**config.mk**
```make
export PLATFORM = sky130hd
export DESIGN_NAME = fbg_top
export DESIGN_NICKNAME = d
export VERILOG_FILES = /design/src/rtl/fbg_pkg.sv /design/src/rtl/fbg_frac_div.sv /design/src/rtl/fbg_top.sv
export SDC_FILE = /design/constraint.sdc
export NUM_CORES = 1
export LEC_CHECK = 0
export BUFFER_PORTS_ARGS = -buffer_cell sky130_fd_sc_hd__clkbuf_2
export CAP_MARGIN = 15
export CORE_ASPECT_RATIO = 1.4
export CORE_MARGIN = 2
export CORE_UTILIZATION = 59
export CTS_CLUSTER_SIZE = 16
export DETAILED_ROUTE_END_ITERATION = 10
export MAX_ROUTING_LAYER = met4
export PLACE_DENSITY_LB_ADDON = 0.08
export SYNTH_ARGS = -nofsm -noshare
export SYNTH_HDL_FRONTEND = slang
export SYNTH_HIERARCHICAL = 1
export SYNTH_SLANG_ARGS = --single-unit
```
**constraint.sdc**
```tcl
create_clock -name mclk_i -period 3.8 [get_ports mclk_i]
set_input_delay 0.57 -clock mclk_i [delete_from_list [all_inputs] [get_ports mclk_i]]
set_output_delay 0.57 -clock mclk_i [all_outputs]
set_load 0.05 [all_outputs]
```
**src/rtl/fbg_pkg.sv**
```systemverilog
// package: register map, field layout and divider constants of the baud generator
package fbg_pkg;

   // register addresses on the special function register port
   localparam logic [7:0] FRAC_ADDR = 8'h9d;
   localparam logic [7:0] CTRL_ADDR = 8'h9e;

   // reset values of both registers
   localparam logic [7:0] CTRL_RESET = 8'h00;
   localparam logic [7:0] FRAC_RESET = 8'h00;

   // answer on a read of any other address
   localparam logic [7:0] UNMAPPED_READ = 8'h00;

   // baud_control_reg field layout
   localparam int CTRL_EN_BIT = 7;
   localparam int CTRL_SCALE_MSB = 2;
   localparam int CTRL_SCALE_LSB = 0;

   // baud_fraction_reg field layout
   localparam int FRAC_MSB = 5;
   localparam int FRAC_LSB = 0;

   // field widths
   localparam int SCALE_W = 3;
   localparam int FRAC_W = 6;

   // fractional stage: divisor is (fraction + 64) shifted by the binary scale
   localparam int FRAC_OFFSET = 64;
   // four phase units added per core step, so the tick period is 2^scale*(frac+64)/4
   localparam int ACC_STEP = 4;
   // wide enough for 127 << 7
   localparam int ACC_W = 15;

   // classic timer scheme: overflows per bit
   localparam int T1_DIV_NORM = 32;
   localparam int T1_DIV_DBL = 16;
   localparam int T2_DIV = 16;
   localparam int LEG_CNT_W = 5;

   // number of bit-rate directions (transmit, receive)
   localparam int NUM_DIR = 2;
   localparam int DIR_TX = 0;
   localparam int DIR_RX = 1;

   // register port request from the core
   typedef struct packed {
      logic [7:0] addr;
      logic wr;
      logic rd;
      logic [7:0] wdata;
   } fbg_sfr_req_t;

   // inputs of the classic timer-based rate scheme
   typedef struct packed {
      logic t1_ovf;
      logic t2_ovf;
      logic rate_double;
      logic timer2_tx_clock_select;
      logic timer2_rx_clock_select;
   } fbg_legacy_t;

endpackage

```
**src/rtl/fbg_frac_div.sv**
```systemverilog
// fractional divider: phase accumulator that emits one tick per bit period
`timescale 1ns/1ps
module fbg_frac_div #(
   parameter int SCALE_W = 3,
   parameter int FRAC_W = 6,
   parameter int ACC_W = 15
) (
   // clock and reset
   input wire logic mclk_i,
   input wire logic rst_i,
   // control
   input wire logic run_i,
   input wire logic step_i,
   input wire logic [SCALE_W-1:0] scale_i,
   input wire logic [FRAC_W-1:0] frac_i,
   // result
   output logic tick_o
);

   logic [ACC_W-1:0] acc_q;
   logic [ACC_W-1:0] acc_d;
   logic [ACC_W-1:0] limit;
   logic [ACC_W-1:0] sum;
   logic tick_q;
   logic tick_d;

   // accumulator keeps the remainder, so the average rate is exact, not rounded
   always_comb begin
      limit = (ACC_W'(fbg_pkg::FRAC_OFFSET) + ACC_W'(frac_i)) << scale_i;
      sum = acc_q + ACC_W'(fbg_pkg::ACC_STEP);
      acc_d = acc_q;
      tick_d = 1'b0;
      if (!run_i) begin
         acc_d = '0;
      end else if (step_i) begin
         // limit is at least 64, so one subtraction suffices unless a register write lowers limit below acc_q
         if (sum >= limit) begin
            acc_d = sum - limit;
            tick_d = 1'b1;
         end else begin
            acc_d = sum;
         end
      end
   end

   always_ff @(posedge mclk_i) begin
      if (rst_i) begin
         acc_q <= '0;
         tick_q <= 1'b0;
      end else begin
         acc_q <= acc_d;
         tick_q <= tick_d;
      end
   end

   assign tick_o = tick_q;

endmodule

```
**src/rtl/fbg_top.sv**
```systemverilog
// top: baud generator registers, fractional generator and classic rate selection
`timescale 1ns/1ps
module fbg_top (
   // clock and reset
   input wire logic mclk_i,
   input wire logic rst_i,
   // core clock enable, one pulse per core clock
   input wire logic core_step_i,
   // register port
   input wire fbg_pkg::fbg_sfr_req_t sfr_i,
   output logic [7:0] sfr_rdata_o,
   output logic sfr_ack_o,
   // classic timer scheme inputs
   input wire fbg_pkg::fbg_legacy_t legacy_i,
   // bit-rate ticks to the serial port
   output logic tx_baud_tick_o,
   output logic rx_baud_tick_o,
   // status
   output logic generator_enable_o
);

   // register state
   logic generator_enable_q;
   logic generator_enable_d;
   logic [fbg_pkg::SCALE_W-1:0] binary_scale_q;
   logic [fbg_pkg::SCALE_W-1:0] binary_scale_d;
   logic [fbg_pkg::FRAC_W-1:0] fraction_value_q;
   logic [fbg_pkg::FRAC_W-1:0] fraction_value_d;

   // read port state
   logic [7:0] rdata_q;
   logic [7:0] rdata_d;
   logic ack_q;
   logic ack_d;

   // register images as seen by software
   logic [7:0] ctrl_image;
   logic [7:0] frac_image;

   // address decode and qualified strobes
   logic ctrl_sel;
   logic frac_sel;
   logic ctrl_wr;
   logic frac_wr;
   logic ctrl_rd;
   logic frac_rd;

   // generator output
   logic gen_tick;

   // per-direction tick outputs
   logic [fbg_pkg::NUM_DIR-1:0] tick_q;
   logic [fbg_pkg::NUM_DIR-1:0] tick_d;

   // classic tick per direction, before the source select
   logic [fbg_pkg::NUM_DIR-1:0] leg_tick;

   // register images: unimplemented bits read back as zero
   always_comb begin
      ctrl_image = fbg_pkg::CTRL_RESET;
      ctrl_image[fbg_pkg::CTRL_EN_BIT] = generator_enable_q;
      ctrl_image[fbg_pkg::CTRL_SCALE_MSB:fbg_pkg::CTRL_SCALE_LSB] = binary_scale_q;
      frac_image = fbg_pkg::FRAC_RESET;
      frac_image[fbg_pkg::FRAC_MSB:fbg_pkg::FRAC_LSB] = fraction_value_q;
   end

   // one comparator per register, so write and read paths always agree on the target
   always_comb begin
      ctrl_sel = (sfr_i.addr == fbg_pkg::CTRL_ADDR);
      frac_sel = (sfr_i.addr == fbg_pkg::FRAC_ADDR);
      ctrl_wr = sfr_i.wr && ctrl_sel;
      frac_wr = sfr_i.wr && frac_sel;
      ctrl_rd = sfr_i.rd && ctrl_sel;
      frac_rd = sfr_i.rd && frac_sel;
   end

   // register writes: whole bytes only, spare bits are dropped
   always_comb begin
      generator_enable_d = generator_enable_q;
      binary_scale_d = binary_scale_q;
      fraction_value_d = fraction_value_q;
      if (ctrl_wr) begin
         generator_enable_d = sfr_i.wdata[fbg_pkg::CTRL_EN_BIT];
         // code 7 is not blocked; it acts as a further doubling of the divisor
         binary_scale_d =
            sfr_i.wdata[fbg_pkg::CTRL_SCALE_MSB:fbg_pkg::CTRL_SCALE_LSB];
      end
      if (frac_wr) begin
         fraction_value_d = sfr_i.wdata[fbg_pkg::FRAC_MSB:fbg_pkg::FRAC_LSB];
      end
   end

   // registers come up at zero, generator off
   always_ff @(posedge mclk_i) begin
      if (rst_i) begin
         generator_enable_q <= fbg_pkg::CTRL_RESET[fbg_pkg::CTRL_EN_BIT];
         binary_scale_q <=
            fbg_pkg::CTRL_RESET[fbg_pkg::CTRL_SCALE_MSB:fbg_pkg::CTRL_SCALE_LSB];
         fraction_value_q <= fbg_pkg::FRAC_RESET[fbg_pkg::FRAC_MSB:fbg_pkg::FRAC_LSB];
      end else begin
         generator_enable_q <= generator_enable_d;
         binary_scale_q <= binary_scale_d;
         fraction_value_q <= fraction_value_d;
      end
   end

   // read data and acknowledge, one cycle after the access
   always_comb begin
      rdata_d = fbg_pkg::UNMAPPED_READ;
      ack_d = 1'b0;
      // a read and a write in one cycle still give a single acknowledge
      if (ctrl_sel || frac_sel) begin
         ack_d = sfr_i.rd | sfr_i.wr;
      end
      if (ctrl_rd) begin
         rdata_d = ctrl_image;
      end
      if (frac_rd) begin
         rdata_d = frac_image;
      end
   end

   always_ff @(posedge mclk_i) begin
      if (rst_i) begin
         rdata_q <= fbg_pkg::UNMAPPED_READ;
         ack_q <= 1'b0;
      end else begin
         rdata_q <= rdata_d;
         ack_q <= ack_d;
      end
   end

   // fractional generator; held cleared while disabled so enabling starts a clean period
   fbg_frac_div #(
      .SCALE_W(fbg_pkg::SCALE_W),
      .FRAC_W(fbg_pkg::FRAC_W),
      .ACC_W(fbg_pkg::ACC_W)
   ) u_frac_div (
      .mclk_i(mclk_i),
      .rst_i(rst_i),
      .run_i(generator_enable_q),
      .step_i(core_step_i),
      .scale_i(binary_scale_q),
      .frac_i(fraction_value_q),
      .tick_o(gen_tick)
   );

   // classic scheme per direction: overflow prescaler, then source select
   for (genvar d = 0; d < fbg_pkg::NUM_DIR; d++) begin : g_dir
      logic [fbg_pkg::LEG_CNT_W-1:0] cnt_q;
      logic [fbg_pkg::LEG_CNT_W-1:0] cnt_d;
      logic [fbg_pkg::LEG_CNT_W-1:0] last;
      logic use_t2;
      logic src;

      always_comb begin
         use_t2 = (d == fbg_pkg::DIR_TX) ? legacy_i.timer2_tx_clock_select
                                         : legacy_i.timer2_rx_clock_select;
         src = use_t2 ? legacy_i.t2_ovf : legacy_i.t1_ovf;
         // timer 2 always divides by 16; timer 1 by 32, or 16 when doubled
         if (use_t2) begin
            last = fbg_pkg::LEG_CNT_W'(fbg_pkg::T2_DIV - 1);
         end else if (legacy_i.rate_double) begin
            last = fbg_pkg::LEG_CNT_W'(fbg_pkg::T1_DIV_DBL - 1);
         end else begin
            last = fbg_pkg::LEG_CNT_W'(fbg_pkg::T1_DIV_NORM - 1);
         end
         // counters hold between overflows; only the selected timer advances them
         cnt_d = cnt_q;
         leg_tick[d] = 1'b0;
         if (generator_enable_q) begin
            // the classic path is idle, so a later switch back starts fresh
            cnt_d = '0;
         end else if (src) begin
            if (cnt_q >= last) begin
               cnt_d = '0;
               leg_tick[d] = 1'b1;
            end else begin
               cnt_d = cnt_q + 1'b1;
            end
         end
      end

      always_ff @(posedge mclk_i) begin
         if (rst_i) begin
            cnt_q <= '0;
         end else begin
            cnt_q <= cnt_d;
         end
      end
   end

   // source select: generator wins whenever enabled, select and double inputs unused then
   always_comb begin
      tick_d = leg_tick;
      if (generator_enable_q) begin
         tick_d = {fbg_pkg::NUM_DIR{gen_tick}};
      end
   end

   // output ticks registered so the serial port sees clean one-cycle pulses
   always_ff @(posedge mclk_i) begin
      if (rst_i) begin
         tick_q <= '0;
      end else begin
         tick_q <= tick_d;
      end
   end

   // outputs straight from flip-flops
   assign tx_baud_tick_o = tick_q[fbg_pkg::DIR_TX];
   assign rx_baud_tick_o = tick_q[fbg_pkg::DIR_RX];
   assign sfr_rdata_o = rdata_q;
   assign sfr_ack_o = ack_q;
   assign generator_enable_o = generator_enable_q;

endmodule

```
== Yosys cells after proc, flatten, opt, wreduce, memory -nomap -nowiden ==
Cells that the tools add are included.
Operators by class
  add/subtract/negate cells: 5
  magnitude comparators: 3
  equal/unequal tests: 2
  shift-type cells: 1
  muxes and demuxes: 16
  bitwise operators: 5
  reduce and logical (&&, ||, !) cells: 11
Operator list (number)
  $mux W5: 5
  $eq A8 B8 Y1 const B: 2
  $add A15 B3 Y15 const B: 1
  $ge A15 B15 Y1: 1
  $mux W15: 1
  $shl A15 B3 Y15: 1
  $sub A15 B15 Y15: 1
  $add A5 B1 Y5 const B: 2
  $ge A5 B5 Y1: 2
  $add A7 B6 Y8 const A: 1
  $reduce_or A2 Y1: 4
  $mux W1: 7
  $mux W6: 1
  $reduce_or A3 Y1: 2
  $logic_and A1 B1 Y1: 4
  $not A1 Y1: 4
  $mux W3: 1
  $mux W2: 1
  $logic_or A1 B1 Y1: 1
  $or A1 B1 Y1: 1
Word-level totals
  register bits after elaboration: 47
  output and inout bits: 12

== Logic depth before layout (Yosys ltp) ==
  depth after elaboration: 6
  depth in mapped cells: 15
  gate-level depth less buffers: 13

== Cells and area by module ==
Netlist, hierarchy kept.
Modules (own cells, without submodules)
  fbg_frac_div: times used 1, cells each 266, area each 2112.0 µm², seq. area each 320.3 µm²
  fbg_top: times used 1, cells each 143, area each 1342.5 µm², seq. area each 600.6 µm²

== Worst setup path before layout ==
No wires, ideal clock.
  kind: reg2reg
  start point: register binary_scale_q[0] (netlist name)
  end point: register u_frac_div.acc_q[11]
  library setup time: 0.072 ns
  arrival: 3.390 ns
  slack: 0.338 ns
  cell stages (with the launch flop): 15
  path buffers: 2
  period minus slack after synthesis: 3.462 ns
  cell sequence: dfxtp_1 -> buf_4 -> mux2_2 -> mux2_2 -> mux2i_1 -> ha_1 -> clkbuf_1 -> a21o_1 -> or3_1 -> o21ai_0 -> a21o_1 -> a21oi_4 -> o21ai_0 -> mux2i_1 -> mux2i_1
On the way
  longest elaborated chain between the ends: 3
RTL lines
  from (decl): line fbg_top.sv:25  | logic [fbg_pkg::SCALE_W-1:0] binary_scale_q;
  from (signal assigned): line fbg_top.sv:97  | binary_scale_q <=
  from (signal assigned): line fbg_top.sv:102  | binary_scale_q <= binary_scale_d;
  $shl A15 B3 Y15 *: line fbg_frac_div.sv:29  | limit = (ACC_W'(fbg_pkg::FRAC_OFFSET) + ACC_W'(frac_i)) << scale_i;
  $sub A15 B15 Y15 or $ge A15 B15 Y1 (tied branches): line fbg_frac_div.sv:38, fbg_frac_div.sv:37
  $mux W15 *: line fbg_frac_div.sv:37  | if (sum >= limit) begin
  to (signal assigned): line fbg_frac_div.sv:48  | acc_q <= '0;
  to (signal assigned): line fbg_frac_div.sv:51  | acc_q <= acc_d;
  to (decl): line fbg_frac_div.sv:20  | logic [ACC_W-1:0] acc_q;
Every way passes the cells marked *; elsewhere a longest branch is shown, timed or not.
A chain may end at the register's enable or synchronous reset.

== Worst setup path in the final report ==
  start point: register u_frac_div.acc_q[2]
  end point: register u_frac_div.acc_q[12]
On the way
  longest elaborated chain between the ends: 3
RTL lines
  $add A15 B3 Y15 *: line fbg_frac_div.sv:30  | sum = acc_q + ACC_W'(fbg_pkg::ACC_STEP);
  $sub A15 B15 Y15 or $ge A15 B15 Y1 (tied branches): line fbg_frac_div.sv:38, fbg_frac_div.sv:37
  $mux W15 *: line fbg_frac_div.sv:37
Marked as above.

==> results.md <==
- Synth Area per Inst: 8.45 sq um
- Power consumption: 0.929 mW
- Layout cells sized above 1: 0.172
- Tcrit/Tclk final: 0.933
- Reg clk slew, reported paths: 100 ps
- Hold Crit Depth: 2
- Die Ht: 94.5 um
- TritonCTS Sinks: 46
- CP Class: flop to flop
- Chip width: 68.7 um
- Sequential area share after synthesis: 0.267
- Area contributors post-synth: dfxtp_1 27%, ha_1 6.5%, mux2i_1 6.4%, nand2_1 5.2%, a21oi_1 3.8%
- Relative slew margins: 0.459
- Post-Route WL: 7910 um
- Crit path time final: 3550 ps
- Required time of the critical path: 4020 ps
- Non-Filler Instances: 506
- Number of synthesized flops with an enable pin: 0
- Worst setup margin: 255 ps
- Slew @ Worst Pin: 789 ps
- Setup TNS: 0 ps
- P_sw: 0.221 mW
- Grt ovf: 0
- R2R depth: 12
- Startpoint types: flop
- DRT iter0 DRCs: 141
- Top-Level Pins: 38
- Largest family of logic cells by synthesized area: simple AND/OR/NAND/NOR gates
- DP Wirelength: 6020 um
- Full die area: 6490 sq um
- Port bufs: 35
- #FFs+latches synth: 46
- GRT Total Usage: 0.267
- CP endpoint kind: flop
- Placed Cells incl. Taps: 498
- Vias in the first global route: 2756
- Post-synthesis xor/xnor area fraction: 0.0645
- Yosys top cell area share: 0.267
- Final Wtd Congestion: 0.939
- Hold Violations, Final: 0
- Vias per Instance: 6.00
- Cell area after layout: 3730 sq um
- Hold Crit Class: flop to flop
- Fin Clk Skew: 10.9 ps
- Largest net degree at the start of global routing: 27
- Nets: 480
- Syn Nets: 454
- Crit-path max cell delay: 410 ps
- Total CTS buffers: 5
- Initial antenna violation count: 0
- Hold_buf cts: 0
- Drt pass-1 iters: 4
- Post-synthesis mux area share: 0.0768
- Resized cells post-CTS: 0
- Final ANT Viol Nets: 0
- CTS tree: done
- Switching Fraction: 0.238
- WHS: 480 ps
- WL/cell: 15.6 um
- Final core utilization: 0.650
- Status: complete, no violations
- Detailed-route DRC error count: 0
- Placement Cell Area: 3620 sq um
- Synth Area in Compound Gates: 0.199
- Setup bufs post-CTS: 0
- Pre-CTS WS: 297 ps
- Count of cell types in the netlist: 76
- RSZ-0062 raised after global routing: no
- CP arrival: 3760 ps
- Peak VDD IR: 0.161 mV
- N_diodes: 0
- Fmax: 282 MHz
- Ys async rst share: 0
- First-pass GRT wire length: 12700 um
- Root Buffer: clkbuf_8
- Leakage power: 1.52 nW
- Worst Path Max Fanout: 15
- Synthesized cell area: 3450 sq um
- Synth Flop Type: dfxtp_1
- Synth Area in Adders: 0.0710
- Clk_lat worst skew: 310 ps
- Gate count after technology mapping: 409
- Sequential power share: 0.530
- Initial Utilization: 0.602
- Max-Cap Viols: 0
- H-tree levels: 2
- # setup viols final: 0
- Int Power: 0.708 mW
- Rows: 33
- Slew Limit Fails: 0
- CP cell instances: ha_1 -> nand3_1 -> xnor2_1 -> ha_1 -> a21o_1 -> or3_1 -> o21ai_0 -> a21o_1 -> a21oi_4 -> nand2b_4 -> o21a_1 -> o32ai_1
- PD cells: 249 nW/um^2
- Clock network power share: 0.406
- Ys Warns: 6
- Combinational power share: 0.064
- Via count: 3038
- Post-synthesis simple-gate area fraction: 0.272
- CP max stage cell: dfxtp_1
- Synth-to-Final Area Change: 7.97%
- Post-synth top area cell: dfxtp_1
- CORE AREA: 5740 sq um
- Clock buffer depth: 2
metal layers:
layer	wire [um]	track usage	up-vias
li1	-	-	1542
met1	3340	0.300	1428
met2	4040	0.460	53
met3	235	0.0298	15
met4	297	0.125	0
met5	0	-	-
state kept, by name, summed over array words and instances, names as in the netlist:
| name | flops |
|---|---|
| u_frac_div/acc_q | 15 |
| g_dir.cnt_q | 10 |
| sfr_rdata_o | 7 |
| fraction_value_q | 6 |
| binary_scale_q | 3 |
| tick_q | 2 |
| generator_enable_o | 1 |
| sfr_ack_o | 1 |
| u_frac_div/tick_o | 1 |
worst max-delay path, delay by kind of cell (launching register included):
kind	cells	cell delay, ps
AOI/OAI and AO/OA	6	1320
adders and majority gates	2	710
and+or+nand+nor	3	680
DFF	1	410
xor gates and xnor gates	1	320
cell type report:
class                      instances  area [sq um]
multi-input combinational        333          2370
fill                             505          2010
sequential                        46           921
timing repair buffer              39           205
tap                               70          87.6
clock buffer                       5          68.8
clock inverter                     3          43.8
inverter                          10          37.5
synthesized netlist by cell type (9+ instances only):
library cell,count
nand2_1,48
dfxtp_1,46
nor2_1,30
a21oi_1,26
mux2i_1,22
o21ai_0,20
ha_1,18
nand3_1,18
a31oi_1,11
xnor2_1,11
nor3_1,10
inv_1,9
cell families (layout without fill, tap and decap cells):
family	after synthesis	in the layout
buffers and inverters	30	57
and+or+nand+nor	168	168
other	1	1
muxes	25	25
adders and majority gates	19	19
AOI/OAI and AO/OA	98	98
xor gates and xnor gates	22	22
DFF	46	46
path summary, 6_finish.rpt:
kind | startpoint | end | slack, ps
worst max-delay path | u_frac_div/acc_q[2] | u_frac_div/acc_q[12] | 250
worst max register to register | u_frac_div/acc_q[2] | u_frac_div/acc_q[12] | 250
worst min-delay path | u_frac_div/tick_o | tick_q[1] | 480
worst min register to register | u_frac_div/tick_o | tick_q[1] | 480
power groups by stage:
stage	registers, mW	clock network [mW]	logic (mW)
2_1_floorplan	0.503	0	0.0414
3_3_place_gp	0.504	0	0.0574
3_5_place_dp	0.504	0	0.0593
4_1_cts	0.493	0.383	0.0596
5_1_grt	0.493	0.395	0.0662
6_report	0.493	0.377	0.0593
cell usage in the layout (no fill, tap or decap), types with 2 or more instances in the layout:
cell type / instances
nand4_1: 6
o21a_1: 5
nor4_1: 2
a211oi_1: 5
and2_1: 6
xor2_1: 8
mux2_2: 2
a21oi_1: 26
nand3b_1: 4
xor2_2: 2
nor4b_1: 2
inv_1: 9
nand2_1: 48
nor2b_1: 8
nor3_1: 10
or2_2: 3
buf_4: 4
a21o_1: 4
clkbuf_2: 35
clkbuf_8: 5
mux2i_1: 22
nor3b_1: 3
dfxtp_1: 46
nand2b_1: 8
or3_1: 5
a31oi_1: 11
nand3_1: 18
nor2_1: 30
o22ai_1: 3
ha_1: 18
xnor2_1: 11
o21ai_0: 20
a22oi_1: 3
a41oi_4: 2
o31a_1: 2
(Power assumes the default switching activity.)
